`config.mk`:
```
export PLATFORM = sky130hd
export DESIGN_NAME = nandh_ctrl
export DESIGN_NICKNAME = d
export VERILOG_FILES = /design/src/nandh_pkg.sv /design/src/nandh_fifo.sv /design/src/nandh_ctrl.sv
export SDC_FILE = /design/constraint.sdc
export NUM_CORES = 1
export LEC_CHECK = 0
export ABC_AREA = 1
export BUFFER_PORTS_ARGS = -buffer_cell sky130_fd_sc_hd__buf_2
export CAP_MARGIN = 20
export CORE_MARGIN = 4
export CORE_UTILIZATION = 50
export DETAILED_ROUTE_END_ITERATION = 16
export PLACE_DENSITY = 0.71
export SLEW_MARGIN = 20
export SYNTH_ARGS = -nofsm -noshare
export SYNTH_HDL_FRONTEND = slang
export SYNTH_SLANG_ARGS = --single-unit
```
`constraint.sdc`:
```
create_clock -name clk -period 2.8 [get_ports clk]
set_clock_uncertainty 0.05 [all_clocks]
set_input_delay 0.7 -clock clk [delete_from_list [all_inputs] [get_ports clk]]
set_output_delay 0.7 -clock clk [all_outputs]
set_load 0.02 [all_outputs]
```
`src/nandh_pkg.sv`:
```
// Constants, types and helpers for the NAND flash host controller.
// Assumes a single 250 MHz clock and an asynchronous flash part on the far side.
package nandh_pkg;

  // Array organisation of the attached device
  localparam int PLANES      = 2;
  localparam int BLOCKS      = 1024;
  localparam int PAGES       = 256;
  localparam int MAIN_BYTES  = 8192;
  localparam int SPARE_BYTES = 448;

  // Address field positions and widths
  localparam int COL_LSB     = 0;
  localparam int COL_W       = 14;
  localparam int PAGE_LSB    = 14;
  localparam int PAGE_W      = 8;
  localparam int PLANE_LSB   = 22;
  localparam int BLOCK_LSB   = 23;
  localparam int BLOCK_W     = 11;
  localparam int ADDR_W      = 34;
  localparam logic [2:0] ADDR_LAST = 3'h4;

  // Bits that must be low in the second and fifth address cycles
  localparam logic [7:0] MASK_CYC2 = 8'h3F;
  localparam logic [7:0] MASK_CYC5 = 8'h0F;
  localparam logic [7:0] MASK_FULL = 8'hFF;

  // Strobe timing; times in ns, counts derived from the clock period
  localparam int CLK_PERIOD_PS  = 4000;
  localparam int STROBE_LOW_NS  = 20;
  localparam int STROBE_HIGH_NS = 20;
  localparam int BUSY_GUARD_NS  = 100;
  localparam int LOW_CYCLES   = (STROBE_LOW_NS * 1000 + CLK_PERIOD_PS - 1) / CLK_PERIOD_PS;
  localparam int HIGH_CYCLES  = (STROBE_HIGH_NS * 1000 + CLK_PERIOD_PS - 1) / CLK_PERIOD_PS;
  localparam int GUARD_CYCLES = (BUSY_GUARD_NS * 1000 + CLK_PERIOD_PS - 1) / CLK_PERIOD_PS;

  // Read buffer shape
  localparam int RD_FIFO_W = 8;
  localparam int RD_FIFO_D = 4;

  // Host request kinds
  typedef enum logic [2:0] {
    OP_CMD    = 3'h0,
    OP_ADDR1  = 3'h1,
    OP_ADDR5  = 3'h2,
    OP_WDATA  = 3'h3,
    OP_RDATA  = 3'h4,
    OP_WAITRB = 3'h5
  } nandh_op_e;

  // Controller states, one-hot
  typedef enum logic [4:0] {
    ST_IDLE    = 5'h01,
    ST_LOW     = 5'h02,
    ST_HIGH    = 5'h04,
    ST_GUARD   = 5'h08,
    ST_WAITRDY = 5'h10
  } nandh_state_e;

  // Pack column, page, plane and block into the flat address
  function automatic logic [ADDR_W-1:0] makeAddr(input logic [COL_W-1:0]   col,
                                                 input logic [PAGE_W-1:0]  page,
                                                 input logic               plane,
                                                 input logic [BLOCK_W-1:0] block);
    makeAddr = {block, plane, page, col};
  endfunction

  // Byte sent in a given address cycle, unused bits forced low
  function automatic logic [7:0] addrByte(input logic [ADDR_W-1:0] a, input logic [2:0] idx);
    case (idx)
      3'h0:    addrByte = a[7:0];
      3'h1:    addrByte = {2'h0, a[13:8]};
      3'h2:    addrByte = a[21:14];
      3'h3:    addrByte = a[29:22];
      3'h4:    addrByte = {4'h0, a[33:30]};
      default: addrByte = 8'h00;
    endcase
  endfunction

  // Mask for a raw address byte by its position in the sequence
  function automatic logic [7:0] addrMask(input logic [2:0] idx);
    case (idx)
      3'h1:    addrMask = MASK_CYC2;
      3'h4:    addrMask = MASK_CYC5;
      default: addrMask = MASK_FULL;
    endcase
  endfunction

endpackage

```
`src/nandh_fifo.sv`:
```
// Small synchronous FIFO with valid/ready on both sides.
// Assumes both sides on the same clock; storage is flip-flops.
`timescale 1ns/1ps
`default_nettype none
module nandh_fifo #(
  parameter int WIDTH = 8,
  parameter int DEPTH = 4
) (
  // Clock and reset
  input  wire logic             clk,
  input  wire logic             srst,
  // Fill side
  input  wire logic             inValid,
  output logic                  inReady,
  input  wire logic [WIDTH-1:0] inData,
  // Drain side
  output logic                  outValid,
  input  wire logic             outReady,
  output logic      [WIDTH-1:0] outData
);
  localparam int PW = $clog2(DEPTH);

  logic [WIDTH-1:0] mem [DEPTH];
  logic [PW-1:0]    wrPtr;
  logic [PW-1:0]    rdPtr;
  logic [PW:0]      count;
  logic [PW-1:0]    next_wrPtr;
  logic [PW-1:0]    next_rdPtr;
  logic [PW:0]      next_count;
  logic             doWr;
  logic             doRd;

  // Honest full and empty from the occupancy count
  assign inReady  = (count < (PW+1)'(DEPTH));
  assign outValid = (count != '0);
  assign outData  = mem[rdPtr];
  assign doWr     = inValid && inReady;
  assign doRd     = outValid && outReady;

  // Pointer and count update
  always_comb begin
    next_wrPtr = doWr ? ((wrPtr == PW'(DEPTH - 1)) ? '0 : wrPtr + 1'b1) : wrPtr;
    next_rdPtr = doRd ? ((rdPtr == PW'(DEPTH - 1)) ? '0 : rdPtr + 1'b1) : rdPtr;
    next_count = count + (PW+1)'(doWr) - (PW+1)'(doRd);
  end

  // Register pointers and count
  always_ff @(posedge clk) begin
    if (srst) begin
      wrPtr <= '0;
      rdPtr <= '0;
      count <= '0;
    end else begin
      wrPtr <= next_wrPtr;
      rdPtr <= next_rdPtr;
      count <= next_count;
    end
  end

  // Storage write
  always_ff @(posedge clk) begin
    if (doWr) begin
      mem[wrPtr] <= inData;
    end
  end
endmodule // nandh_fifo
`default_nettype wire

```
`src/nandh_ctrl.sv`:
```
// Host controller that drives an asynchronous NAND flash over its pins.
// Assumes the flash sits on the pins directly; bus and ready line are outside this clock.
`timescale 1ns/1ps
`default_nettype none
module nandh_ctrl (
  // Clock and reset
  input  wire logic                        clk,
  input  wire logic                        srst,
  // Request port
  input  wire logic                        reqValid,
  output logic                             reqReady,
  input  wire logic [2:0]                  reqOp,
  input  wire logic [7:0]                  reqByte,
  input  wire logic [nandh_pkg::ADDR_W-1:0] reqAddr,
  input  wire logic                        reqWaitReady,
  // Read data port
  output logic                             rdValid,
  input  wire logic                        rdReady,
  output logic [7:0]                       rdData,
  // Host level controls and status
  input  wire logic                        chipSelect,
  input  wire logic                        writeAllow,
  output logic                             devReady,
  // Flash pins
  output logic                             chipEnableN,
  output logic                             cmdLatch,
  output logic                             addrLatch,
  output logic                             writeStrobeN,
  output logic                             read_strobe_n,
  output logic                             writeProtectN,
  input  wire logic                        readyBusyN,
  input  wire logic [7:0]                  byteBusIn,
  output logic [7:0]                       byteBusOut,
  output logic                             byteBusOe
);
  localparam logic [7:0] LOW_CNT   = 8'(nandh_pkg::LOW_CYCLES - 1);
  localparam logic [7:0] HIGH_CNT  = 8'(nandh_pkg::HIGH_CYCLES - 1);
  localparam logic [7:0] GUARD_CNT = 8'(nandh_pkg::GUARD_CYCLES - 1);

  nandh_pkg::nandh_state_e state, next_state;
  logic [7:0]                    cnt, next_cnt;
  logic [2:0]                    op, next_op;
  logic [7:0]                    curByte, next_curByte;
  logic [nandh_pkg::ADDR_W-1:0]  curAddr, next_curAddr;
  logic [2:0]                    byteIdx, next_byteIdx;
  logic [2:0]                    addrCyc, next_addrCyc;
  logic                          cmdLatchR, next_cmdLatch;
  logic                          addrLatchR, next_addrLatch;
  logic                          weN, next_weN;
  logic                          readN, next_readN;
  logic                          ceN, next_ceN;
  logic                          wpN, next_wpN;
  logic [7:0]                    busOut, next_busOut;
  logic                          busOe, next_busOe;
  logic [2:0]                    rbSync;
  logic [7:0]                    busSync [3];
  logic                          rdyR, next_rdy;
  logic                          accept;
  logic                          isRead;
  logic                          busStable;
  logic                          fifoInValid;
  logic                          fifoInReady;

  // Outputs from registers
  assign chipEnableN   = ceN;
  assign cmdLatch      = cmdLatchR;
  assign addrLatch     = addrLatchR;
  assign writeStrobeN  = weN;
  assign read_strobe_n = readN;
  assign writeProtectN = wpN;
  assign byteBusOut    = busOut;
  assign byteBusOe     = busOe;
  assign devReady      = rdyR;

  // Ready line and bus pass three flops; second and third must agree
  always_ff @(posedge clk) begin
    if (srst) begin
      rbSync     <= 3'h0;
      busSync[0] <= 8'h00;
      busSync[1] <= 8'h00;
      busSync[2] <= 8'h00;
    end else begin
      rbSync     <= {rbSync[1:0], readyBusyN};
      busSync[0] <= byteBusIn;
      busSync[1] <= busSync[0];
      busSync[2] <= busSync[1];
    end
  end

  assign busStable = (busSync[1] == busSync[2]);
  assign next_rdy  = (rbSync[1] == rbSync[2]) ? rbSync[2] : rdyR;
  assign isRead    = (op == nandh_pkg::OP_RDATA);

  // Accept when ready is met and a read has room to land
  always_comb begin
    reqReady = (state == nandh_pkg::ST_IDLE)
               && !(reqWaitReady && !rdyR)
               && !((reqOp == nandh_pkg::OP_RDATA) && !fifoInReady);
  end
  assign accept      = reqValid && reqReady;
  assign fifoInValid = (state == nandh_pkg::ST_LOW) && isRead && (cnt == 8'h00) && busStable;

  // Next state of the strobe sequencer
  always_comb begin
    next_state     = state;
    next_cnt       = cnt;
    next_op        = op;
    next_curByte   = curByte;
    next_curAddr   = curAddr;
    next_byteIdx   = byteIdx;
    next_addrCyc   = addrCyc;
    next_cmdLatch  = cmdLatchR;
    next_addrLatch = addrLatchR;
    next_weN       = weN;
    next_readN     = readN;
    next_busOut    = busOut;
    next_busOe     = busOe;
    next_wpN       = writeAllow;
    next_ceN       = !(chipSelect || (state != nandh_pkg::ST_IDLE) || reqValid);
    case (state)
      nandh_pkg::ST_IDLE: begin
        if (accept) begin
          next_op      = reqOp;
          next_curByte = reqByte;
          next_curAddr = reqAddr;
          next_byteIdx = 3'h0;
          next_cnt     = LOW_CNT;
          next_state   = nandh_pkg::ST_LOW;
          // Separate cycle per byte kind on the one bus
          next_cmdLatch  = (reqOp == nandh_pkg::OP_CMD);
          next_addrLatch = (reqOp == nandh_pkg::OP_ADDR1) || (reqOp == nandh_pkg::OP_ADDR5);
          next_weN       = (reqOp == nandh_pkg::OP_RDATA);
          next_readN     = (reqOp != nandh_pkg::OP_RDATA);
          next_busOe     = (reqOp != nandh_pkg::OP_RDATA);
          case (reqOp)
            nandh_pkg::OP_ADDR1: next_busOut = reqByte & nandh_pkg::addrMask(addrCyc);
            nandh_pkg::OP_ADDR5: next_busOut = nandh_pkg::addrByte(reqAddr, 3'h0);
            default:             next_busOut = reqByte;
          endcase
          if (reqOp == nandh_pkg::OP_CMD) begin
            next_addrCyc = 3'h0;
          end
          if (reqOp == nandh_pkg::OP_WAITRB) begin
            next_cmdLatch  = 1'b0;
            next_addrLatch = 1'b0;
            next_weN       = 1'b1;
            next_readN     = 1'b1;
            next_busOe     = 1'b0;
            next_cnt       = GUARD_CNT;
            next_state     = nandh_pkg::ST_GUARD;
          end
        end
      end
      nandh_pkg::ST_LOW: begin
        if (cnt != 8'h00) begin
          next_cnt = cnt - 8'h01;
        end else if (!isRead || busStable) begin
          // Rising edge is the device's sampling moment
          next_weN   = 1'b1;
          next_readN = 1'b1;
          next_cnt   = HIGH_CNT;
          next_state = nandh_pkg::ST_HIGH;
          if (addrLatchR && (addrCyc != 3'h7)) begin
            next_addrCyc = addrCyc + 3'h1;
          end
        end
      end
      nandh_pkg::ST_HIGH: begin
        if (cnt != 8'h00) begin
          next_cnt = cnt - 8'h01;
        end else if ((op == nandh_pkg::OP_ADDR5) && (byteIdx != nandh_pkg::ADDR_LAST)) begin
          // Next of the five address cycles
          next_byteIdx = byteIdx + 3'h1;
          next_busOut  = nandh_pkg::addrByte(curAddr, byteIdx + 3'h1);
          next_weN     = 1'b0;
          next_cnt     = LOW_CNT;
          next_state   = nandh_pkg::ST_LOW;
        end else begin
          next_cmdLatch  = 1'b0;
          next_addrLatch = 1'b0;
          next_busOe     = 1'b0;
          next_state     = nandh_pkg::ST_IDLE;
        end
      end
      nandh_pkg::ST_GUARD: begin
        // Give the device time to pull the ready line low
        if (cnt != 8'h00) begin
          next_cnt = cnt - 8'h01;
        end else begin
          next_state = nandh_pkg::ST_WAITRDY;
        end
      end
      nandh_pkg::ST_WAITRDY: begin
        if (rdyR) begin
          next_state = nandh_pkg::ST_IDLE;
        end
      end
      default: begin
        next_state = nandh_pkg::ST_IDLE;
      end
    endcase
  end

  // Register sequencer and pins
  always_ff @(posedge clk) begin
    if (srst) begin
      state      <= nandh_pkg::ST_IDLE;
      cnt        <= 8'h00;
      op         <= 3'h0;
      curByte    <= 8'h00;
      curAddr    <= '0;
      byteIdx    <= 3'h0;
      addrCyc    <= 3'h0;
      cmdLatchR  <= 1'b0;
      addrLatchR <= 1'b0;
      weN        <= 1'b1;
      readN      <= 1'b1;
      ceN        <= 1'b1;
      wpN        <= 1'b0;
      busOut     <= 8'h00;
      busOe      <= 1'b0;
      rdyR       <= 1'b0;
    end else begin
      state      <= next_state;
      cnt        <= next_cnt;
      op         <= next_op;
      curByte    <= next_curByte;
      curAddr    <= next_curAddr;
      byteIdx    <= next_byteIdx;
      addrCyc    <= next_addrCyc;
      cmdLatchR  <= next_cmdLatch;
      addrLatchR <= next_addrLatch;
      weN        <= next_weN;
      readN      <= next_readN;
      ceN        <= next_ceN;
      wpN        <= next_wpN;
      busOut     <= next_busOut;
      busOe      <= next_busOe;
      rdyR       <= next_rdy;
    end
  end

  // Read bytes buffered toward the user
  nandh_fifo #(
    .WIDTH (nandh_pkg::RD_FIFO_W),
    .DEPTH (nandh_pkg::RD_FIFO_D)
  ) u_rdFifo (
    .clk      (clk),
    .srst     (srst),
    .inValid  (fifoInValid),
    .inReady  (fifoInReady),
    .inData   (busSync[2]),
    .outValid (rdValid),
    .outReady (rdReady),
    .outData  (rdData)
  );
endmodule // nandh_ctrl
`default_nettype wire

```
Word-level counts from Yosys, hierarchy flattened
Memories as Yosys holds them, arrays and structs flattened. A register that Yosys moved wholly into a read port is not among the register bits.
Index checks and enable logic that the tools add are counted.
Storage, ports and cells
  register bits after elaboration: 82
  RAM bits: 56
  bits of input ports: 61
  output and inout bits: 26
  memories: 2
Operators by class
  add/subtract/negate cells: 7
  magnitude comparators: 1
  equal/unequal tests: 38
  muxes and demuxes: 70
  bitwise logic cells: 4
  reduce and logical (&&, ||, !) cells: 39
Memories
  u_rdFifo.mem: words 4, width 8, rd ports 1, clocked after memory_dff 1, write ports 1, RTL line nandh_fifo.sv:23  | logic [WIDTH-1:0] mem [DEPTH];
  busSync: words 3, width 8, rd ports 3, clocked after memory_dff 0, write ports 3, RTL line nandh_ctrl.sv:56  | logic [7:0] busSync [3];
Operators with widths (number)
  8-bit two-way mux: 15
  8-bit one-hot mux with 2 select lines: 3
  8-bit one-hot mux with 5 select lines: 1
  5-bit two-way mux: 7
  8-bit one-hot mux with 4 select lines: 1
  5-bit one-hot mux with 5 select lines: 1
  3-bit two-way mux: 8
  1-bit two-way mux: 21
  6-bit AND reduction: 3
  2-bit != test (second input constant): 8
  3-bit == test (second input constant): 5
  3-bit by 2-bit == test with 1-bit output (second input constant): 4
  1-bit logical AND: 12
  3-bit != test (second input constant): 4
  3-bit one-hot mux with 2 select lines: 2
  4-bit AND reduction: 3
  2-bit two-way mux: 5
  3-bit by 1-bit == test with 1-bit output (second input constant): 3
  8-bit bitwise AND: 1
  8-bit == test: 1
  8-bit zero test: 1
  1-bit one-hot mux with 2 select lines: 4
  8-bit nonzero test: 1
  8-bit by 1-bit subtractor with 8-bit output (second input constant): 1
  other kinds (26): 44

Depth between registers and ports, before layout
Gate-level depths: netlist of run 1.
  word-level depth: 12
  depth in mapped cells: 14
  depth with buffers taken out: 14

By module
From an unflattened synthesis of run 1, not the netlist that was laid out.
Second synthesis, totals
  cell total of the unflattened synthesis: 825
  area, all modules: 6470.0 um^2
By module, submodules not included
  nandh_ctrl: instances 1, cells each 687, area each 4799.6 um^2
  nandh_fifo: instances 1, cells each 138, area each 1670.4 um^2

Worst setup path after synthesis of run 1
Ideal clock, no wire load.
  path type: register -> register
  start point: reg cnt[0]
  end point: reg u_rdFifo.count[2]
  library setup time: 122 ps
  arrival: 2151 ps
  required time: 2628 ps
  setup slack: 477 ps
  stages on the path, launching flop included: 15
  buffers on the path: 0
  period minus slack after synthesis: 2323 ps
  cells stage by stage: dfxtp_1 inv_1 ha_1 nand3_2 nor2_1 nand3_1 nor2_1 nand4_1 inv_1 ha_1 inv_1 fa_1 xor2_1 o21ai_0 a21oi_1
Between the ends
  longest elaborated chain between the ends: 6
RTL lines
  start, declared: RTL line nandh_ctrl.sv:41  | logic [7:0] cnt, next_cnt;
  start signal, assigned: RTL line nandh_ctrl.sv:225  | cnt <= next_cnt;
  8-bit zero test: RTL line nandh_ctrl.sv:101  | assign fifoInValid = (state == nandh_pkg::ST_LOW) && isRead && (cnt == 8'h00) && busStable;
  1-bit logical AND (2 in series): RTL line nandh_ctrl.sv:101
  1-bit logical AND: RTL line nandh_fifo.sv:37  | assign doWr = inValid && inReady;
  net u_rdFifo.doWr: RTL line nandh_fifo.sv:30  | logic doWr;
  3-bit by 1-bit adder with 3-bit output: RTL line nandh_fifo.sv:44  | next_count = count + (PW+1)'(doWr) - (PW+1)'(doRd);
  3-bit by 1-bit subtractor with 3-bit output: RTL line nandh_fifo.sv:44
  end signal, assigned: RTL line nandh_fifo.sv:56  | count <= next_count;
  end, declared: RTL line nandh_fifo.sv:26  | logic [PW:0] count;
The timed path passes the listed nets, and every way through them passes these cells.
A chain may end at the register's enable or synchronous reset.

Final worst setup path of run 1
  start point: reg state[0]
  end point: out reqReady
Between the ends
  longest elaborated chain between the ends: 3
RTL lines
  start, declared: RTL line nandh_ctrl.sv:40  | nandh_pkg::nandh_state_e state, next_state;
  start signal, assigned: RTL line nandh_ctrl.sv:207  | state <= nandh_pkg::ST_IDLE;
  start signal, assigned: RTL line nandh_ctrl.sv:224  | state <= next_state;
  5-bit by 1-bit == test with 1-bit output: RTL line nandh_ctrl.sv:96  | reqReady = (state == nandh_pkg::ST_IDLE)
  1-bit logical AND: RTL line nandh_ctrl.sv:97  | && !(reqWaitReady && !rdyR)
  1-bit logical AND: RTL line nandh_ctrl.sv:98  | && !((reqOp == nandh_pkg::OP_RDATA) && !fifoInReady);
  end, declared: RTL line nandh_ctrl.sv:11  | output logic reqReady,
No other way between the ends.

==> reports/metrics.yaml, run 1 <==
status:
  status: "finished clean"
cts:
  cts_hold_buf: 0
  cts_tree: "done"
  htree_levels: 4
  clockBufferDepth: 2
  post_cts_resized: 0
  cts-buffers-inserted: 17
  root_buffer: "clkbuf_16"
  clk_latency_ns: 0.42
  post_cts_buffers: 0
  clkSinkCount: 140
  cts.clk_slew.worst_paths_ns: 0.06
final_layout:
  syn_to_final_growth_pct: 19.0
  n_antenna_cell: 0
  drive_above_1_share_pct: 17.8
  nNetsFinal: 976
  nFillCells: 1160
  regArea_mm2: 0.00312
  multi_input_area_mm2: 0.00268
floorplanning:
  die_x_um: 121
  rows: 41
  die_h_um: 121
  die-area_mm2: 0.0147
  start_util_pct: 51.0
  num_io_pins: 87
  core_area_mm2: 0.0126
drt:
  viasPerCell: 4.97
  firstDrtPassIters: 5
  wire_per_inst_um: 13.1
  wl_mm: 14.1
  vias: 5373
  first_iter_violations: 297
  drcViolationCount: 0
  ant_nets: 0
placed_design:
  dp_hpwl_mm: 9.94
  port-buffer-count: 86
  gp_congestion: 0.847
power:
  p_leak_nw: 3.34
  total_power_mw: 7.12
  powerDensity_mw_per_mm2: 935
  irDropWorstVdd_mv: 0.538
yosys:
  yosys.area.top_type_share_pct: 33.8
  ys_async_sr_fraction_pct: 0
  synth_seq_area_share_pct: 48.7
  synth_warnings: 0
  syn_inst: 807
  netlist_top_cells_area: "dfxtp_1, edfxtp_1, nand2_1, nor2_1, inv_1"
  syn_nets: 886
  yosysMostFrequentCell: "nand2_1"
  synthDistinctLibCells: 41
  ys.flop_type: "dfxtp_1"
  synth_area_mm2: 0.00641
  synth_edf_count: 32
  synth_top_cells_by_count: "nand2_1, nor2_1, inv_1"
  syn_area_per_cell_um2: 7.94
  ys_ff_latch: 140
  yosysTopAreaCell: "dfxtp_1"
hold_path:
  min_path_type: "reg -> reg"
  hold_start: "busSync[0][6]"
sta:
  maxSlewHeadroom_pct: 60.9
  tightest_slew_ns: 0.581
  hold_violations: 0
  finalSetupViolCount: 0
  fin_setup_tns_ns: 0
  timing.final.crit_share_pct: 88.9
  drv_slew: 0
  fmax_ghz: 0.402
  rsz0062_at_grt: "false"
  finalCriticalPeriod_ns: 2.49
critical_path:
  crit_required_ns: 2.05
  start_kind: "flop"
  path_class: "reg -> out"
  cp-startpoint: "state[0]"
  cp-end-kind: "output pin"
  r2r_start: "cnt[0]"
  worstPathMaxFanout: 11
  cp.arrival_ns: 1.74
grt:
  grt.total_usage_pct: 20.3
  grt_max_degree: 52
  gr-total-overflow: 0
  antenna_found_initial: 0
  grt_pass1_wl_mm: 23.6
  grt_pass1_vias: 4989
flow_run:
  maxCapViolations: 0
-- where the power goes --
part           internal [mW]  switching, mW
combinational          0.785           1.51
sequential              2.33          0.169
clock                   1.51          0.821
-- registers in the layout, indices dropped and copies added, names as in the netlist, 2 cells and up, named ones only --
name,count
curAddr,34
u_rdFifo.mem,32
busSync,24
byteBusOut,8
cnt,8
state,5
addrCyc,3
byteIdx,3
op,3
rbSync,3
u_rdFifo.count,3
u_rdFifo.rdPtr,2
u_rdFifo.wrPtr,2
-- logic make-up after synthesis --
logic type               after synthesis  synth area share (%)
AND/OR/NAND/NOR                      337                  23.8
AO/OA/AOI/OAI                        159                  13.5
buffers and inverters                146                  9.37
flip-flops                           140                  48.7
adder cells (fa/ha/maj)               18                  3.63
XOR/XNOR                               7                 0.957
-- through the flow --
stage / cell area [µm²] / setup WS [ns] / utilization (%) / hold WS (ns) / std cells
final: 7620 / 0.311 / 60.6 / 0.351 / 1082
after global routing: 7620 / 0.177 / 60.6 / 0.356 / 1082
after CTS: 7620 / 0.310 / 60.6 / 0.350 / 1082
after detailed placement: 7000 / 0.387 / 55.7 / 0.344 / 1050
after global placement: 7000 / 0.384 / 55.7 / 0.339 / 1050
after floorplan: 6410 / 0.477 / - / 0.338 / 807
-- critical path: stages (launching register included) --
cell	delay, ns
dfxtp_1	0.36
inv_1	0.12
nor2_2	0.14
nand3_4	0.16
nor2_4	0.32
buf_2	0.23
-- area by class of cell --
class | instances | share of cell area [%]
multi-input combinational | 521 | 35.2
clock buffer | 20 | 5.86
clock inverter | 12 | 2.25
tap | 172 | 2.82
sequential | 140 | 41.0
timing repair buffer | 99 | 7.09
inverter | 118 | 5.81
-- cells in the final DEF (no fill, tap or decap), drive strengths merged, types with 4 or more instances in the layout --
| cell type | netlist | layout |
|---|---|---|
| a21oi | 62 | 62 |
| buf | 13 | 99 |
| bufinv | 0 | 4 |
| clkbuf | 15 | 20 |
| clkinv | 0 | 7 |
| dfxtp | 108 | 108 |
| edfxtp | 32 | 32 |
| ha | 17 | 17 |
| inv | 118 | 118 |
| nand2 | 134 | 134 |
| nand3 | 52 | 52 |
| nand4 | 11 | 11 |
| nor2 | 128 | 128 |
| nor3 | 8 | 8 |
| o21ai | 75 | 75 |
| o22ai | 15 | 15 |
| xnor2 | 4 | 4 |
-- routing by layer --
metal | track usage [%] | up-vias | share of wire, %
met4 | 7.28 | 0 | 1.9
met3 | 5.41 | 20 | 6.0
met1 | 27.3 | 2411 | 46
met5 | 0 | - | 0
li1 | - | 2791 | -
met2 | 31.7 | 151 | 46
-- final timing paths --
check        cells after the start                 to  slack (ns)
max                              5           reqReady        0.31
min                              2     busSync[0][14]        0.35
max reg2reg                     14  u_rdFifo.count[2]        0.45
min reg2reg                      2     busSync[0][14]        0.35
(Power assumes the default switching activity.)
==> run 2, diff against run 1 <==
- ABC_AREA: 1 -> not set
==> reports/metrics.yaml, run 2 <==
power:
  powerDensity_mw_per_mm2: 879
  clkPwrFrac_pct: 35.2
  p_leak_nw: 2.90
  p_sw_share_pct: 32.1
  power_switching_mw: 2.06
  comb_power_share_pct: 26.2
  p_int_mw: 4.35
  irDropWorstVdd_mv: 0.447
  seq_power_share_pct: 38.6
  total_power_mw: 6.42
floorplanning:
  die-area_mm2: 0.0139
  rows: 39
  start_util_pct: 52.1
  num_io_pins: 87
  die_h_um: 118
  die_x_um: 118
  core_area_mm2: 0.0116
cts:
  clockBufferDepth: 2
  clkSinkCount: 140
  cts_tree: "done"
  root_buffer: "clkbuf_16"
  htree_levels: 4
  cts.clk_slew.worst_paths_ns: 0.06
  cts_hold_buf: 0
  clk_latency_ns: 0.42
  cts-buffers-inserted: 17
yosys:
  synth_top_cells_by_count: "dfxtp_1, nand2_1, a21oi_1"
  netlist_top_cells_area: "dfxtp_1, edfxtp_1, nand2_1, a21oi_1, nor2b_1"
  ys_async_sr_fraction_pct: 0
  yosysMostFrequentCell: "dfxtp_1"
  syn_nets: 703
  ys.flop_type: "dfxtp_1"
  ys_ff_latch: 140
  syn_inst: 624
  synth_warnings: 0
  synth_area_mm2: 0.00605
  synth_seq_area_share_pct: 51.6
  yosysTopAreaCell: "dfxtp_1"
  syn_area_per_cell_um2: 9.70
  synthDistinctLibCells: 62
  yosys.area.top_type_share_pct: 35.7
  synth_edf_count: 32
grt:
  gr-total-overflow: 0
  grt_pass1_vias: 4773
  antenna_found_initial: 1
  grt_max_degree: 48
  grt_pass1_wl_mm: 23.1
  grt.total_usage_pct: 20.6
final_layout:
  drive_above_1_share_pct: 22.2
  syn_to_final_growth_pct: 20.7
  fin_area_mm2: 0.00730
  largestRegisters: "curAddr x34, u_rdFifo.mem x32, busSync x24"
  final_cells: 869
  utilization_pct: 62.9
  final_cell_mix: "dfxtp_1, nand2_1, buf_2"
  multi_input_area_mm2: 0.00271
  nNetsFinal: 792
  regArea_mm2: 0.00312
  top_register: "curAddr"
  largest_reg_flops: 34
  final_common_cell: "dfxtp_1"
  n_antenna_cell: 0
  nFillCells: 947
drt:
  ant_nets: 0
  first_iter_violations: 286
  vias: 4802
  wl_mm: 13.8
  wire_per_inst_um: 15.8
  drcViolationCount: 0
  viasPerCell: 5.53
  firstDrtPassIters: 7
placed_design:
  dp_hpwl_mm: 10.0
  post-place-ws_ns: 0.178
  place_area_mm2: 0.00668
  port-buffer-count: 86
  dp_cells: 837
  gp_congestion: 0.893
critical_path:
  path_class: "reg -> out"
  cp-end-kind: "output pin"
  cp.arrival_ns: 1.94
  crit_required_ns: 2.05
  start_kind: "flop"
  worstPathMaxFanout: 11
sta:
  fmax_ghz: 0.372
  hold_slack_ns: 0.387
  hold_violations: 0
  maxSlewHeadroom_pct: 47.3
  finalSetupViolCount: 0
  timing.final.crit_share_pct: 96.0
  finalCriticalPeriod_ns: 2.69
  rsz0062_at_grt: "false"
  fin_setup_tns_ns: 0
  drv_slew: 0
  layout_setup_ws_ns: 0.113
  tightest_slew_ns: 0.788
flow_run:
  maxCapViolations: 0
status:
  status: "finished clean"
hold_path:
  min_path_type: "reg -> reg"
run 2: cell count changes in the layout (fill, tap and decap cells not counted), sizes merged, moves of 9 or more:
cell | before | now
mux2i | 0 | 14
nand2 | 134 | 97
nor2 | 128 | 47
o22ai | 15 | 4
nand4 | 11 | 2
nand3 | 52 | 3
o21ai | 75 | 14
nor2b | 0 | 35
xor2 | 3 | 13
inv | 118 | 26
run 2: path summary, 6_finish.rpt:
kind                            cells after the start      startpoint  slack (ns)                 to
worst min-delay path                                1   busSync[0][3]        0.39     busSync[0][11]
worst max-delay path                                4        state[3]        0.11           reqReady
worst max register to register                     10  busSync[0][17]        0.25  u_rdFifo.count[2]
worst min register to register                      1   busSync[0][3]        0.39     busSync[0][11]
run 2: layout make-up:
class / count / share of cell area [%]
Sequential cell: 140 / 42.8
Timing Repair Buffer: 107 / 8.26
Multi-Input combinational cell: 426 / 37.1
Clock inverter: 14 / 2.14
Inverter: 21 / 1.08
Tap cell: 143 / 2.45
Clock buffer: 18 / 6.17
run 2: repair_timing:
| action | CTS | global route |
|---|---|---|
| setup buffers | 0 | 0 |
| gates resized for setup | 0 | 4 |
| endpoints found under the setup margin | 0 | 4 |
run 2: cells by family (layout without fill, tap and decap cells):
| logic type | Yosys count | in the layout | synth area share, % |
|---|---|---|---|
| mux | 23 | 23 | 5.48 |
| compound gates | 133 | 133 | 13.9 |
| fa+ha+maj | 18 | 18 | 3.85 |
| flops | 140 | 140 | 51.6 |
| simple gates | 237 | 237 | 19.0 |
| buf+inv | 58 | 160 | 3.95 |
| xor+xnor | 15 | 15 | 2.17 |
run 2: critical path, cell delays in order (launching register included):
cell and delay, ns:
dfxtp_1 0.40, or4b_1 0.60, nor2_1 0.16, and2_1 0.18, buf_2 0.17
run 2: power by group through the flow:
| stage | Combinational (mW) | Clock (mW) | Sequential, mW |
|---|---|---|---|
| after floorplan | 1.19 | 0 | 2.51 |
| after global placement | 1.65 | 0 | 2.51 |
| after detailed placement | 1.68 | 0 | 2.52 |
| after CTS | 1.69 | 2.30 | 2.48 |
| after global routing | 1.88 | 2.40 | 2.51 |
| final | 1.68 | 2.26 | 2.48 |
run 2: layer usage:
layer  up-vias  global-route usage [%]  wire (µm)
li1       2377                       -          -
met1      2260                    25.1       5860
met2       137                    34.4       6830
met3        26                    5.29        761
met4         2                    8.86        287
met5         -                       0         12
